--- src/shared/dcpa_pkg.sv ---
/*
 Codes, reset orders, state encoding and carriers for the DMA channel
 priority arbiter. Assumes one ref_clk domain and one design module.
*/
// Summary of operation
// RL1: A peripheral raises its DMA request only while its own interrupt enable is set.
// RL2: Every peripheral request line also goes to the CPU interrupt path.
// RL3: Software keeps such a peripheral's interrupt level at or below the CPU mask.
// RL4: In cycle-steal mode a pending peripheral request clears after the first transfer.
// RL5: In burst mode a pending peripheral request holds until the final transfer.
// RL6: With several requests pending, one channel wins by the selected priority mode.
// RL7: Mode 00 is fixed order: channel 0, 3, 2, 1.
// RL8: Mode 01 is fixed order: channel 1, 3, 2, 0.
// RL9: Round-robin: the channel that finished a unit drops to the bottom.
// RL10: Channels below the finished one move up one place, order kept.
// RL11: Round-robin starts as channel 0, 3, 2, 1.
// RL12: External-pin round-robin rotates only channels 0 and 1; 2 and 3 stay.
// RL13: External-pin round-robin starts as channel 3, 2, 1, 0.
// RL14: A finished channel already in the lowest rotating place leaves order unchanged.
// RL15: Single and dual address modes, cycle-steal and burst bus modes are supported.
// RL16: An acknowledge device pairs only with external memory or mapped device, single mode.
// RL17: A single address transfer takes one bus cycle with the acknowledge strobe.
// RL18: Cycle-steal releases the bus after each unit and reacquires it later.
// RL19: Software never selects burst mode with a serial port as request source.
// RL20: Codes 10 and 11 select the two round-robins; a mode change reloads order.
package dcpa_pkg;
  localparam int         NCH        = 4;
  localparam logic [1:0] PRIO_FIX0  = 2'h0;
  localparam logic [1:0] PRIO_FIX1  = 2'h1;
  localparam logic [1:0] PRIO_RR    = 2'h2;
  localparam logic [1:0] PRIO_EXT   = 2'h3;
  localparam logic [1:0] LOW_SLOT   = 2'h3;
  localparam logic [2:0] KIND_ACK   = 3'h0;
  localparam logic [2:0] KIND_EXTM  = 3'h1;
  localparam logic [2:0] KIND_MMDEV = 3'h2;
  localparam logic [2:0] KIND_ONMEM = 3'h3;
  localparam logic [2:0] KIND_PERI  = 3'h4;

  typedef logic [1:0] dcpa_ch_type;
  // Slot 0 (low bits) is the highest priority
  typedef dcpa_ch_type [NCH-1:0] dcpa_order_type;

  localparam dcpa_order_type ORDER_FIX0 = 8'h6C;
  localparam dcpa_order_type ORDER_FIX1 = 8'h2D;
  localparam dcpa_order_type ORDER_RR   = 8'h6C;
  localparam dcpa_order_type ORDER_EXT  = 8'h1B;

  typedef struct packed {
    logic       burst;
    logic       last;
    logic [2:0] srcKind;
    logic [2:0] dstKind;
  } dcpa_cfg_type;

  typedef enum logic [2:0] {
    ST_IDLE    = 3'h0,
    ST_BUSWAIT = 3'h1,
    ST_SINGLE  = 3'h2,
    ST_READ    = 3'h3,
    ST_WRITE   = 3'h4,
    ST_RELEASE = 3'h5
  } dcpa_state_type;
endpackage
--- src/design/dcpa_arbiter.sv ---
/*
 Four-channel DMA priority arbiter with request pending, address mode
 decode and a unit-transfer bus sequencer. Assumes a bus-cycle engine
 that grants the bus and acknowledges each bus cycle on ref_clk.
*/
`timescale 1ns/100ps
module dcpa_arbiter (
  input  logic                                     ref_clk,
  input  logic                                     rstn,
  input  logic                                     prioModeHi,
  input  logic                                     prioModeLo,
  input  dcpa_pkg::dcpa_cfg_type [dcpa_pkg::NCH-1:0] chCfg,
  input  logic [dcpa_pkg::NCH-1:0]                 chanEn,
  input  logic [dcpa_pkg::NCH-1:0]                 periphReq,
  input  logic                                     extReqPinChA_n,
  input  logic                                     extReqPinChB_n,
  input  logic                                     busGranted,
  input  logic                                     cycleAck,
  output logic [dcpa_pkg::NCH-1:0]                 grant,
  output logic                                     busReq,
  output logic                                     readCycle,
  output logic                                     writeCycle,
  output logic                                     xferAckStrobe,
  output logic                                     unitDone,
  output logic [dcpa_pkg::NCH-1:0]                 periphClear,
  output logic [dcpa_pkg::NCH-1:0]                 cpuIrqReq,
  output logic [dcpa_pkg::NCH-1:0]                 singleAddr,
  output logic [dcpa_pkg::NCH-1:0]                 cfgError,
  output dcpa_pkg::dcpa_order_type                 prioOrder
);
  import dcpa_pkg::*;

  logic [1:0]     modeIn;
  logic [1:0]     modeReg;
  logic           modeStable;
  dcpa_order_type orderReg;
  dcpa_order_type orderNext;
  dcpa_order_type orderPast;
  dcpa_order_type modeOrder;
  dcpa_order_type shifted;
  dcpa_state_type stReg;
  dcpa_state_type stNext;
  dcpa_state_type firstCyc;
  dcpa_ch_type    chReg;
  dcpa_ch_type    chNext;
  dcpa_ch_type    winCh;
  dcpa_ch_type    doneSlot;
  logic [NCH-1:0] pendReg;
  logic [NCH-1:0] pendNext;
  logic [NCH-1:0] periphPrev;
  logic [NCH-1:0] periphRise;
  logic [NCH-1:0] chanReq;
  logic [NCH-1:0] slotReq;
  logic [NCH-1:0] slotDone;
  logic [NCH-1:0] legal;
  logic [NCH-1:0] single;
  logic [NCH-1:0] extLvl;
  logic [NCH-1:0] chHot;
  logic [NCH-1:0] clrVec;
  logic [NCH-1:0] grantReg;
  logic [NCH-1:0] periphClearReg;
  logic [NCH-1:0] cpuIrqReg;
  logic [NCH-1:0] singleReg;
  logic [NCH-1:0] cfgErrReg;
  logic [1:0]     pinS1;
  logic [1:0]     pinS2;
  logic [1:0]     pinS3;
  logic [1:0]     pinLvl;
  logic           startGrant;
  logic           unitEnd;
  logic           burstGo;
  logic           rotate;
  logic           busNext;
  logic           busReqReg;
  logic           readCycReg;
  logic           writeCycReg;
  logic           xferAckReg;
  logic           unitDoneReg;

  function automatic dcpa_ch_type firstSlot(input logic [NCH-1:0] r);
    firstSlot = LOW_SLOT;
    for (int k = NCH - 1; k >= 0; k--)
      if (r[k]) firstSlot = dcpa_ch_type'(k);
  endfunction

  // Pin filter: a level counts only once two stages agree
  always_ff @(posedge ref_clk or negedge rstn) begin
    if (!rstn) begin
      pinS1  <= 2'h0;
      pinS2  <= 2'h0;
      pinS3  <= 2'h0;
      pinLvl <= 2'h0;
    end else begin
      pinS1  <= {~extReqPinChB_n, ~extReqPinChA_n};
      pinS2  <= pinS1;
      pinS3  <= pinS2;
      pinLvl <= (pinS2 & pinS3) | (pinLvl & (pinS2 | pinS3));
    end
  end

  // Only channels 0 and 1 have request pins
  assign extLvl = {{(NCH-2){1'b0}}, pinLvl};
  assign modeIn = {prioModeHi, prioModeLo};
  assign modeStable = modeIn == modeReg;

  for (genvar c = 0; c < NCH; c++) begin : g_ch
    wire srcAck = chCfg[c].srcKind == KIND_ACK;
    wire dstAck = chCfg[c].dstKind == KIND_ACK;
    wire srcExt = chCfg[c].srcKind == KIND_EXTM || chCfg[c].srcKind == KIND_MMDEV;
    wire dstExt = chCfg[c].dstKind == KIND_EXTM || chCfg[c].dstKind == KIND_MMDEV;
    assign single[c] = (srcAck && dstExt) || (dstAck && srcExt); // RL16
    // Single address needs a request pin, so only the pin channels qualify
    assign legal[c] = single[c] ? (c < 2) : !(srcAck || dstAck); // RL16
    assign chanReq[c] = chanEn[c] && legal[c] && (pendReg[c] || extLvl[c]);
    assign slotReq[c] = chanReq[orderReg[c]]; // RL6
    assign slotDone[c] = orderReg[c] == chReg;
    if (c == NCH - 1) begin : g_last
      assign shifted[c] = chReg; // RL9
    end else begin : g_mid
      assign shifted[c] = (c >= doneSlot) ? orderReg[c+1] : orderReg[c]; // RL10
    end
  end

  assign winCh = orderReg[firstSlot(slotReq)]; // RL6
  assign doneSlot = firstSlot(slotDone);
  assign startGrant = stReg == ST_IDLE && |chanReq && modeStable;
  assign chNext = startGrant ? winCh : chReg;
  assign chHot = {{(NCH-1){1'b0}}, 1'b1} << chReg;

  // Reload on a mode change so a stale rotation never leaks across modes
  assign modeOrder = (modeIn == PRIO_FIX0) ? ORDER_FIX0 : // RL7
                     (modeIn == PRIO_FIX1) ? ORDER_FIX1 : // RL8
                     (modeIn == PRIO_RR)   ? ORDER_RR :   // RL11
                                             ORDER_EXT;   // RL13

  assign unitEnd = cycleAck && (stReg == ST_SINGLE || stReg == ST_WRITE);
  // Ext mode keeps channels 2 and 3 out of the rotation
  assign rotate = unitEnd && modeStable && doneSlot != LOW_SLOT && // RL14
                  (modeReg == PRIO_RR || (modeReg == PRIO_EXT && !chReg[1])); // RL12
  assign orderNext = !modeStable ? modeOrder : // RL20
                     rotate      ? shifted : orderReg;

  assign periphRise = periphReq & ~periphPrev;
  assign clrVec = (unitEnd && (!chCfg[chReg].burst || chCfg[chReg].last)) ? // RL4 RL5
                  chHot : {NCH{1'b0}};
  // A new request in the clearing cycle survives
  assign pendNext = periphRise | (pendReg & ~clrVec);

  assign burstGo = chCfg[chReg].burst && !chCfg[chReg].last && chanReq[chReg]; // RL5
  assign firstCyc = single[chNext] ? ST_SINGLE : ST_READ; // RL15
  assign busNext = stNext != ST_IDLE && stNext != ST_RELEASE;

  always_comb begin
    stNext = stReg;
    unique case (stReg)
      ST_IDLE: begin
        if (startGrant) stNext = ST_BUSWAIT;
      end
      ST_BUSWAIT: begin
        if (busGranted) stNext = firstCyc;
      end
      ST_SINGLE, ST_WRITE: begin
        if (cycleAck) stNext = burstGo ? firstCyc : ST_RELEASE; // RL18
      end
      ST_READ: begin
        if (cycleAck) stNext = ST_WRITE; // RL15
      end
      ST_RELEASE: begin
        stNext = ST_IDLE; // RL18
      end
      default: begin
        stNext = ST_IDLE;
      end
    endcase
  end

  always_ff @(posedge ref_clk or negedge rstn) begin
    if (!rstn) begin
      modeReg   <= PRIO_FIX0;
      orderReg  <= ORDER_FIX0;
      orderPast <= ORDER_FIX0;
      stReg     <= ST_IDLE;
      chReg     <= 2'h0;
    end else begin
      modeReg   <= modeIn;
      orderReg  <= orderNext;
      orderPast <= orderReg;
      stReg     <= stNext;
      chReg     <= chNext;
    end
  end

  always_ff @(posedge ref_clk or negedge rstn) begin
    if (!rstn) begin
      pendReg    <= 4'h0;
      periphPrev <= 4'h0;
      cpuIrqReg  <= 4'h0;
    end else begin
      pendReg    <= pendNext;
      periphPrev <= periphReq;
      cpuIrqReg  <= periphReq; // RL2
    end
  end

  always_ff @(posedge ref_clk or negedge rstn) begin
    if (!rstn) begin
      grantReg       <= 4'h0;
      busReqReg      <= 1'b0;
      readCycReg     <= 1'b0;
      writeCycReg    <= 1'b0;
      xferAckReg     <= 1'b0;
      unitDoneReg    <= 1'b0;
      periphClearReg <= 4'h0;
      singleReg      <= 4'h0;
      cfgErrReg      <= 4'h0;
    end else begin
      grantReg       <= busNext ? ({{(NCH-1){1'b0}}, 1'b1} << chNext) : {NCH{1'b0}};
      busReqReg      <= busNext;
      readCycReg     <= stNext == ST_READ;
      writeCycReg    <= stNext == ST_WRITE;
      xferAckReg     <= stNext == ST_SINGLE; // RL17
      unitDoneReg    <= unitEnd;
      periphClearReg <= clrVec;
      singleReg      <= single;
      cfgErrReg      <= ~legal;
    end
  end

  assign grant         = grantReg;
  assign busReq        = busReqReg;
  assign readCycle     = readCycReg;
  assign writeCycle    = writeCycReg;
  assign xferAckStrobe = xferAckReg;
  assign unitDone      = unitDoneReg;
  assign periphClear   = periphClearReg;
  assign cpuIrqReq     = cpuIrqReg;
  assign singleAddr    = singleReg;
  assign cfgError      = cfgErrReg;
  assign prioOrder     = orderReg;
endmodule

--- config.mk ---
export PLATFORM = sky130hd
export DESIGN_NAME = dcpa_arbiter
export DESIGN_NICKNAME = d
export VERILOG_FILES = /design/src/shared/dcpa_pkg.sv /design/src/design/dcpa_arbiter.sv
export SDC_FILE = /design/constraint.sdc
export NUM_CORES = 1
export LEC_CHECK = 0
export ABC_AREA = 0
export BUFFER_PORTS_ARGS = -buffer_cell sky130_fd_sc_hd__buf_2
export CORE_MARGIN = 10
export CORE_UTILIZATION = 30
export CTS_CLUSTER_SIZE = 20
export DETAILED_ROUTE_END_ITERATION = 6
export PLACE_DENSITY = 0.54
export SETUP_SLACK_MARGIN = 0.4
export SLEW_MARGIN = 20
export SYNTH_ARGS = -nofsm -noshare
export SYNTH_HDL_FRONTEND = slang
export SYNTH_SLANG_ARGS = --single-unit
--- constraint.sdc ---
create_clock -name ref_clk -period 2.2 [get_ports ref_clk]
set_input_delay 0.11 -clock ref_clk [delete_from_list [all_inputs] [get_ports ref_clk]]
set_output_delay 0.11 -clock ref_clk [all_outputs]
set_load 0.05 [all_outputs]
==> impl_metrics.py, run 1 <==
metrics = {
    "critical_path": {
        "kind_of_end_point_of_the_critical_path": "flop",
        "startpoint_type_of_the_worst_setup_path": "flop",
        "critical_path.max_fanout": 4,
        "worst_path_max_delay_cell": "dfrtp_1",
        "critPathArrivalTime_ns": 2.44,
        "path_cells": "nand2_2 > nor4_4 > a211oi_2 > a311o_1 > o2111a_2 > buf_6 > or2_4 > and2_4",
        "path_class": "flop to flop",
        "critical-path-max-stage-delay_ns": 0.41,
        "worst_ep_required_time_ns": 2.42,
        "worstPathBufferInverterCount": 1,
        "critical_path.top_delay_family": "simple AND/OR/NAND/NOR gates",
    },
    "power_and_ir_drop": {
        "power.ir.vdd_worst_uv": 663,
        "final_total_power_mw": 4.30,
        "p_leak_nw": 2.03,
        "power_density_nw_per_um2": 963,
    },
    "sta": {
        "max_freq_mhz": 450,
        "period_share_pct": 101,
        "rsz0062_at_grt": "yes",
        "min_period_ns": 2.22,
        "final.hold.worst_slack_ns": 0.0248,
        "clock_skew_ns": 0.0108,
        "final_number_of_hold_violating_endpoints": 0,
        "count_of_pins_over_their_slew_limit": 0,
        "finalSetupTns_ns": -0.0280,
        "postLayoutSetupSlackWorst_ns": -0.0234,
        "final_number_of_setup_violating_endpoints": 2,
        "tightest_slew_ns": 0.650,
        "slew_headroom_pct": 56.7,
    },
    "floorplan": {
        "design.die.area_um2": 13400,
        "ioPinCount": 81,
        "core.rowCount": 34,
        "dieWidth_um": 116,
        "start_util_pct": 31.1,
        "die_height_um": 116,
        "placeableCoreArea_um2": 8850,
    },
    "status": {
        "failed_checks": "setup timing",
        "status": "finished with violations",
    },
    "synth": {
        "yosysWarnings": 0,
        "async_reset_ff_share_pct": 100,
        "synth_cell_type_count": 55,
        "ys_ff_latch": 52,
        "mappedNetlistArea_um2": 2760,
        "synth.yosys.seq_area_share_pct": 47.4,
        "synth_nets": 331,
        "syn-instance-count": 283,
        "count_of_flip_flops_with_a_built_in_enable_after_synthesis": 0,
        "mean_post_synth_cell_area_um2": 9.74,
        "yosys_most_used_dff": "dfrtp_1",
    },
    "final_layout": {
        "insertedDiodeCount": 0,
        "multi_input_comb_area_um2": 1730,
        "fillers": 832,
        "layout-area-overhead-vs-synth_pct": 62.2,
        "instances_no_fill": 551,
        "final-seq-area_um2": 1320,
        "num-nets-final": 490,
        "post_route_cells_drive_above_1_share_pct": 54.9,
        "post_layout_instance_area_um2": 4470,
    },
    "placed_design": {
        "dp.final_hpwl_um": 6570,
        "place_congestion": 0.815,
        "placed_area_um2": 3730,
        "port_buffers": 80,
        "place_inst": 510,
    },
    "cts": {
        "clk_pin_slew_worst_paths_ns": 0.11,
        "cts.root.buffer_cell": "clkbuf_8",
        "worstSkewPairLatency_ns": 0.31,
        "cts_inserted_buffers": 5,
        "cts_max_path_buffers": 2,
        "clock_sinks": 52,
        "cts_htree_levels": 2,
        "cts_tree": "done",
    },
    "global_route": {
        "grt_util_all_layers_pct": 13.0,
        "groute.layer.met3.usage_pct": 2.64,
        "wire_length_of_the_first_global_routing_pass_um": 14100,
        "grt-busiest-layer": "met2",
        "grt_pass1_vias": 2866,
        "grt_remaining_overflow": 0,
        "largest_net_degree_at_the_start_of_global_routing": 53,
        "global_route.usage.met1_pct": 15.8,
        "number_of_antenna_violations_at_the_first_check_in_global_routing": 0,
        "gr-usage-met2_pct": 22.8,
    },
    "flow_run": {
        "drv_cap": 0,
    },
    "detailed_routing": {
        "ant_nets": 0,
        "finalWirelength_um": 8750,
        "drt_first_iter_violations": 84,
        "drt_drc_violations_left": 0,
        "dr.pass1.iters": 4,
        "routed-via-count": 2730,
        "drt-vias-per-instance": 4.95,
        "drt-wirelength-per-cell_um": 15.9,
    },
    "min_path": {
        "timing.hold.worst.class": "primary input to flop",
    },
}
stage by stage:
stage / util [%] / worst slack, ns
3_5_place_dp: 42.2 / -0.164
6_report: 50.5 / -0.0234
4_1_cts: 47.5 / -0.0456
3_3_place_gp: 42.2 / -0.109
5_1_grt: 50.5 / -0.0820
2_1_floorplan: - / 0.187
Yosys cell counts, types with 2 or more instances:
cell type | number | area [µm²]
xnor2_1 | 8 | 70.1
xor2_1 | 4 | 35.0
nor4_1 | 3 | 18.8
nor4b_1 | 3 | 26.3
buf_2 | 2 | 10.0
o21a_1 | 4 | 30.0
or2_2 | 3 | 18.8
nand3b_1 | 5 | 37.5
o31a_1 | 2 | 17.5
nor3_2 | 2 | 20.0
a21o_1 | 4 | 30.0
a22oi_1 | 3 | 22.5
mux2i_1 | 6 | 60.1
dfstp_2 | 4 | 105
nand2b_1 | 4 | 25.0
o211ai_1 | 2 | 15.0
maj3_1 | 2 | 20.0
a2111oi_0 | 2 | 17.5
clkbuf_1 | 7 | 26.3
nand3_1 | 9 | 45.0
inv_1 | 25 | 93.8
a21oi_1 | 17 | 85.1
or3_1 | 3 | 18.8
o31ai_1 | 3 | 22.5
nor2_1 | 14 | 52.6
nand2_1 | 17 | 63.8
dfrtp_1 | 48 | 1200
mux2_2 | 3 | 33.8
and2_1 | 5 | 31.3
a31oi_1 | 2 | 12.5
nor3_1 | 10 | 50.1
a211oi_1 | 17 | 128
o22ai_1 | 7 | 43.8
o21ai_0 | 12 | 60.1
placed cells by master (no fill, tap or decap), types with 3 or more instances in the layout:
master         count
dfrtp_2            6
dfstp_2            3
buf_2             80
nand3_1            8
o21ai_0            3
nand3b_1           5
mux2i_1            6
a21oi_4            3
nand2b_1           4
a211oi_2           8
nor2_1            12
a21oi_1            8
a211oi_1           8
o21ai_2            4
nand2_1           14
or3_1              3
nor4_4             3
clkbuf_8           5
xor2_1             4
nor3_1             5
mux2_4             3
inv_1             19
dlygate4sd3_1     11
nor3_2             6
o21ai_1            4
dfrtp_1           42
buf_6             13
inv_2              4
and2_4             3
buf_4             58
a21o_1             4
xnor2_1            7
o21a_1             4
a21oi_2            7
o22ai_1            6
power by group:
group,internal [mW],leakage [nW],switching [mW],total [mW]
Combinational,1.10,1.36,1.37,2.47
Sequential,1.12,0.629,0.136,1.26
Clock,0.233,0.0452,0.345,0.578
Total,2.46,2.03,1.85,4.30
kinds of logic (layout without fill, tap and decap cells):
group / Yosys count / count (layout) / synth area share [%]
mux: 9 / 9 / 3.41
xor+xnor: 12 / 12 / 3.81
simple gates: 84 / 84 / 16.8
compound gates: 89 / 89 / 22.9
flops: 52 / 52 / 47.4
fa+ha+maj: 2 / 2 / 0.727
buf+inv: 35 / 195 / 4.86
flip-flops by register name, summed over array words and instances, names as in the netlist, 2 cells and up:
register,count
pinS2,2
singleAddr,4
modeReg,2
cpuIrqReq,4
pinLvl,2
grant,4
pendReg,4
stReg,3
periphClear,4
chReg,2
cfgError,4
prioOrder,8
pinS3,2
pinS1,2
path summary, 6_finish.rpt:
path / start / endpoint / slack [ns] / depth (start not counted)
max: pendReg[3]$_DFF_PN0_ / writeCycle$_DFF_PN0_ / -0.02 / 8
min: chCfg[26] / singleAddr[3]$_DFF_PN0_ / 0.02 / 2
max reg2reg: pendReg[3]$_DFF_PN0_ / writeCycle$_DFF_PN0_ / -0.02 / 8
min reg2reg: pinS1[0]$_DFF_PN0_ / pinS2[0]$_DFF_PN0_ / 0.36 / 0
max in group asynchronous: rstn / prioOrder[1]$_DFFE_PN0P_ / 1.28 / 3
min in group asynchronous: rstn / pinS2[0]$_DFF_PN0_ / 0.43 / 3
area by class of cell:
class | count | share of cell area [%]
Inverter | 25 | 2.32
Sequential cell | 52 | 29.5
Clock buffer | 5 | 1.54
Timing Repair Buffer | 162 | 24.4
Tap cell | 108 | 3.02
Multi-Input combinational cell | 196 | 38.6
Clock inverter | 3 | 0.560
per-layer routing:
metal,routed length [µm],vias up
li1,-,1352
met1,3860,1318
met2,4410,54
met3,390,6
met4,85,0
met5,0,-
what timing repair did:
item | CTS | global route
buffers inserted | 9 | 13
gates resized for setup | 42 | 44
pin swaps | 13 | 19
hold buffers | 11 | 0
hold endpoints to repair | 58 | 0
endpoints found under the setup margin | 21 | 21
(Power assumes the default switching activity.)
==> run 2: changes to the inputs <==
CELL_PAD_IN_SITES_DETAIL_PLACEMENT = 0   (was unset)
CELL_PAD_IN_SITES_GLOBAL_PLACEMENT = 1   (was unset)
MAX_ROUTING_LAYER = met4   (was unset)
PLACE_DENSITY = 0.68   (was 0.54)
==> run 2 against run 1 <==
The flow still finishes with violations (setup timing); first-iteration DRC count is 38% higher; die area stayed put; critical path depth is 1 lower; register-to-register slack hardly changed; largest power group unchanged; power is 3.1% lower; fmax is 0.21% higher; highest routed layer unchanged; clock skew is 0.0068 ns lower; via count is 0.99% lower; clock-buffer cell count stayed put; sequential cell count stayed put; global-route usage is 0.41 points higher.
==> impl_metrics.py, run 2 (synthesis gave the netlist of run 1 again) <==
metrics = {
    "power_and_ir_drop": {
        "power_density_nw_per_um2": 969,
        "final_total_power_mw": 4.17,
        "power.ir.vdd_worst_uv": 523,
        "p_leak_nw": 1.98,
    },
    "detailed_routing": {
        "finalWirelength_um": 8680,
        "drt-wirelength-per-cell_um": 16.0,
        "dr.pass1.iters": 4,
        "drt_first_iter_violations": 116,
        "routed-via-count": 2703,
        "drt_drc_violations_left": 0,
        "ant_nets": 0,
        "drt-vias-per-instance": 4.99,
    },
    "floorplan": {
        "core.rowCount": 34,
        "die_height_um": 116,
        "dieWidth_um": 116,
        "placeableCoreArea_um2": 8850,
        "design.die.area_um2": 13400,
        "start_util_pct": 31.1,
        "ioPinCount": 81,
    },
    "critical_path": {
        "critPathArrivalTime_ns": 2.39,
        "startpoint_type_of_the_worst_setup_path": "flop",
        "path_class": "flop to flop",
        "critical_path.max_fanout": 5,
        "worst_ep_required_time_ns": 2.38,
        "worst_r2r_startpoint": "pendReg[3]$_DFF_PN0_",
        "worst_setup_path_startpoint": "pendReg[3]$_DFF_PN0_",
        "kind_of_end_point_of_the_critical_path": "flop",
    },
    "min_path": {
        "timing.hold.worst.class": "primary input to flop",
        "startpoint_of_the_worst_hold_path": "chCfg[2]",
    },
    "cts": {
        "cts.root.buffer_cell": "clkbuf_8",
        "cts_tree": "done",
        "worstSkewPairLatency_ns": 0.30,
        "cts_htree_levels": 2,
        "cts_inserted_buffers": 5,
        "clk_pin_slew_worst_paths_ns": 0.10,
        "cts_max_path_buffers": 2,
        "clock_sinks": 52,
    },
    "sta": {
        "final_number_of_hold_violating_endpoints": 0,
        "count_of_pins_over_their_slew_limit": 0,
        "period_share_pct": 101,
        "rsz0062_at_grt": "yes",
        "slew_headroom_pct": 47.3,
        "final_number_of_setup_violating_endpoints": 4,
        "clock_skew_ns": 0.00399,
        "min_period_ns": 2.22,
        "postLayoutSetupSlackWorst_ns": -0.0188,
        "max_freq_mhz": 451,
        "tightest_slew_ns": 0.791,
    },
    "final_layout": {
        "insertedDiodeCount": 0,
        "layout.cells.most_common_list": "buf_2 (80), buf_4 (55), dfrtp_1 (43)",
        "max_ffs_per_register": 8,
        "post_layout_instance_area_um2": 4300,
        "fillers": 873,
        "num-nets-final": 481,
        "layout-area-overhead-vs-synth_pct": 56.2,
        "most_common_cell_after_layout_fill_and_taps_aside": "buf_2",
        "utilization_pct": 48.6,
        "post_route_cells_drive_above_1_share_pct": 51.2,
    },
    "global_route": {
        "grt_util_all_layers_pct": 13.4,
        "number_of_antenna_violations_at_the_first_check_in_global_routing": 0,
        "largest_net_degree_at_the_start_of_global_routing": 36,
        "wire_length_of_the_first_global_routing_pass_um": 14100,
        "grt_remaining_overflow": 0,
        "grt_pass1_vias": 2825,
    },
    "status": {
        "failed_checks": "setup timing",
        "status": "finished with violations",
    },
    "placed_design": {
        "placed_area_um2": 3710,
        "place_congestion": 0.853,
        "port_buffers": 80,
        "dp.final_hpwl_um": 6630,
    },
    "flow_run": {
        "drv_cap": 0,
    },
}
run 2: cell types whose count changed in the layout (fill, tap and decap cells not counted), moves of 3 or more:
cell / delta
o21ai_1: -3
buf_6: -7
a21oi_2: -3
a21oi_1: +4
buf_4: -3
a211oi_1: +3
run 2: power by group:
group / total (mW) / internal (mW) / switching, mW
Clock: 0.656 / 0.337 / 0.319
Sequential: 1.25 / 1.12 / 0.125
Combinational: 2.27 / 0.992 / 1.27
Total: 4.17 / 2.45 / 1.72
run 2: what timing repair did:
action	4_1_cts	5_1_grt
pin swaps	13	13
setup buffers	12	7
endpoints found under the hold margin	38	0
hold buffers	10	0
setup endpoints to repair	22	22
resized for setup	29	26
run 2: layout make-up:
type	instances	area (µm²)	share of cell area, %
Clock inverter	3	42.5	0.988
Tap cell	108	135	3.14
Sequential cell	52	1320	30.6
Multi-Input combinational cell	196	1620	37.7
Clock buffer	5	68.8	1.60
Inverter	25	98.8	2.30
Timing Repair Buffer	153	1020	23.7
run 2: path summary, 6_finish.rpt:
| check | to | slack [ns] | depth (start not counted) |
|---|---|---|---|
| worst max-delay path | grant[3]$_DFF_PN0_ | -0.02 | 7 |
| worst min-delay path | singleAddr[0]$_DFF_PN0_ | 0.01 | 2 |
| worst max register to register | grant[3]$_DFF_PN0_ | -0.02 | 7 |
| worst min register to register | pinS2[0]$_DFF_PN0_ | 0.36 | 0 |
| max in group asynchronous | pendReg[0]$_DFF_PN0_ | 1.10 | 3 |
| min in group asynchronous | singleAddr[1]$_DFF_PN0_ | 0.41 | 2 |
run 2: metrics by stage:
step	setup slack [ns]	cells	setup TNS, ns	hold WS (ns)
detailed placement	-0.180	505	-0.907	0.238
floorplan	0.187	283	0	-0.186
CTS	0.0106	535	0	0.00823
finish	-0.0188	542	-0.0724	0.0147
global route	-0.120	542	-0.536	0.0118
global placement	-0.106	505	-0.478	0.233
run 2: worst max-delay path: stages, from the launching register on:
cell	delay (ns)
dfrtp_1	0.41
nand2_2	0.11
nor3_1	0.07
or2_1	0.27
o31a_1	0.30
or4_4	0.46
o31ai_4	0.36
a211oi_1	0.12
run 2: metal layers:
metal	vias to the layer above	global-route usage, %	wire length (µm)
met4	0	3.09	74
li1	1336	-	-
met3	6	3.31	465
met1	1291	16.5	3870
met5	-	-	0
met2	70	21.7	4270
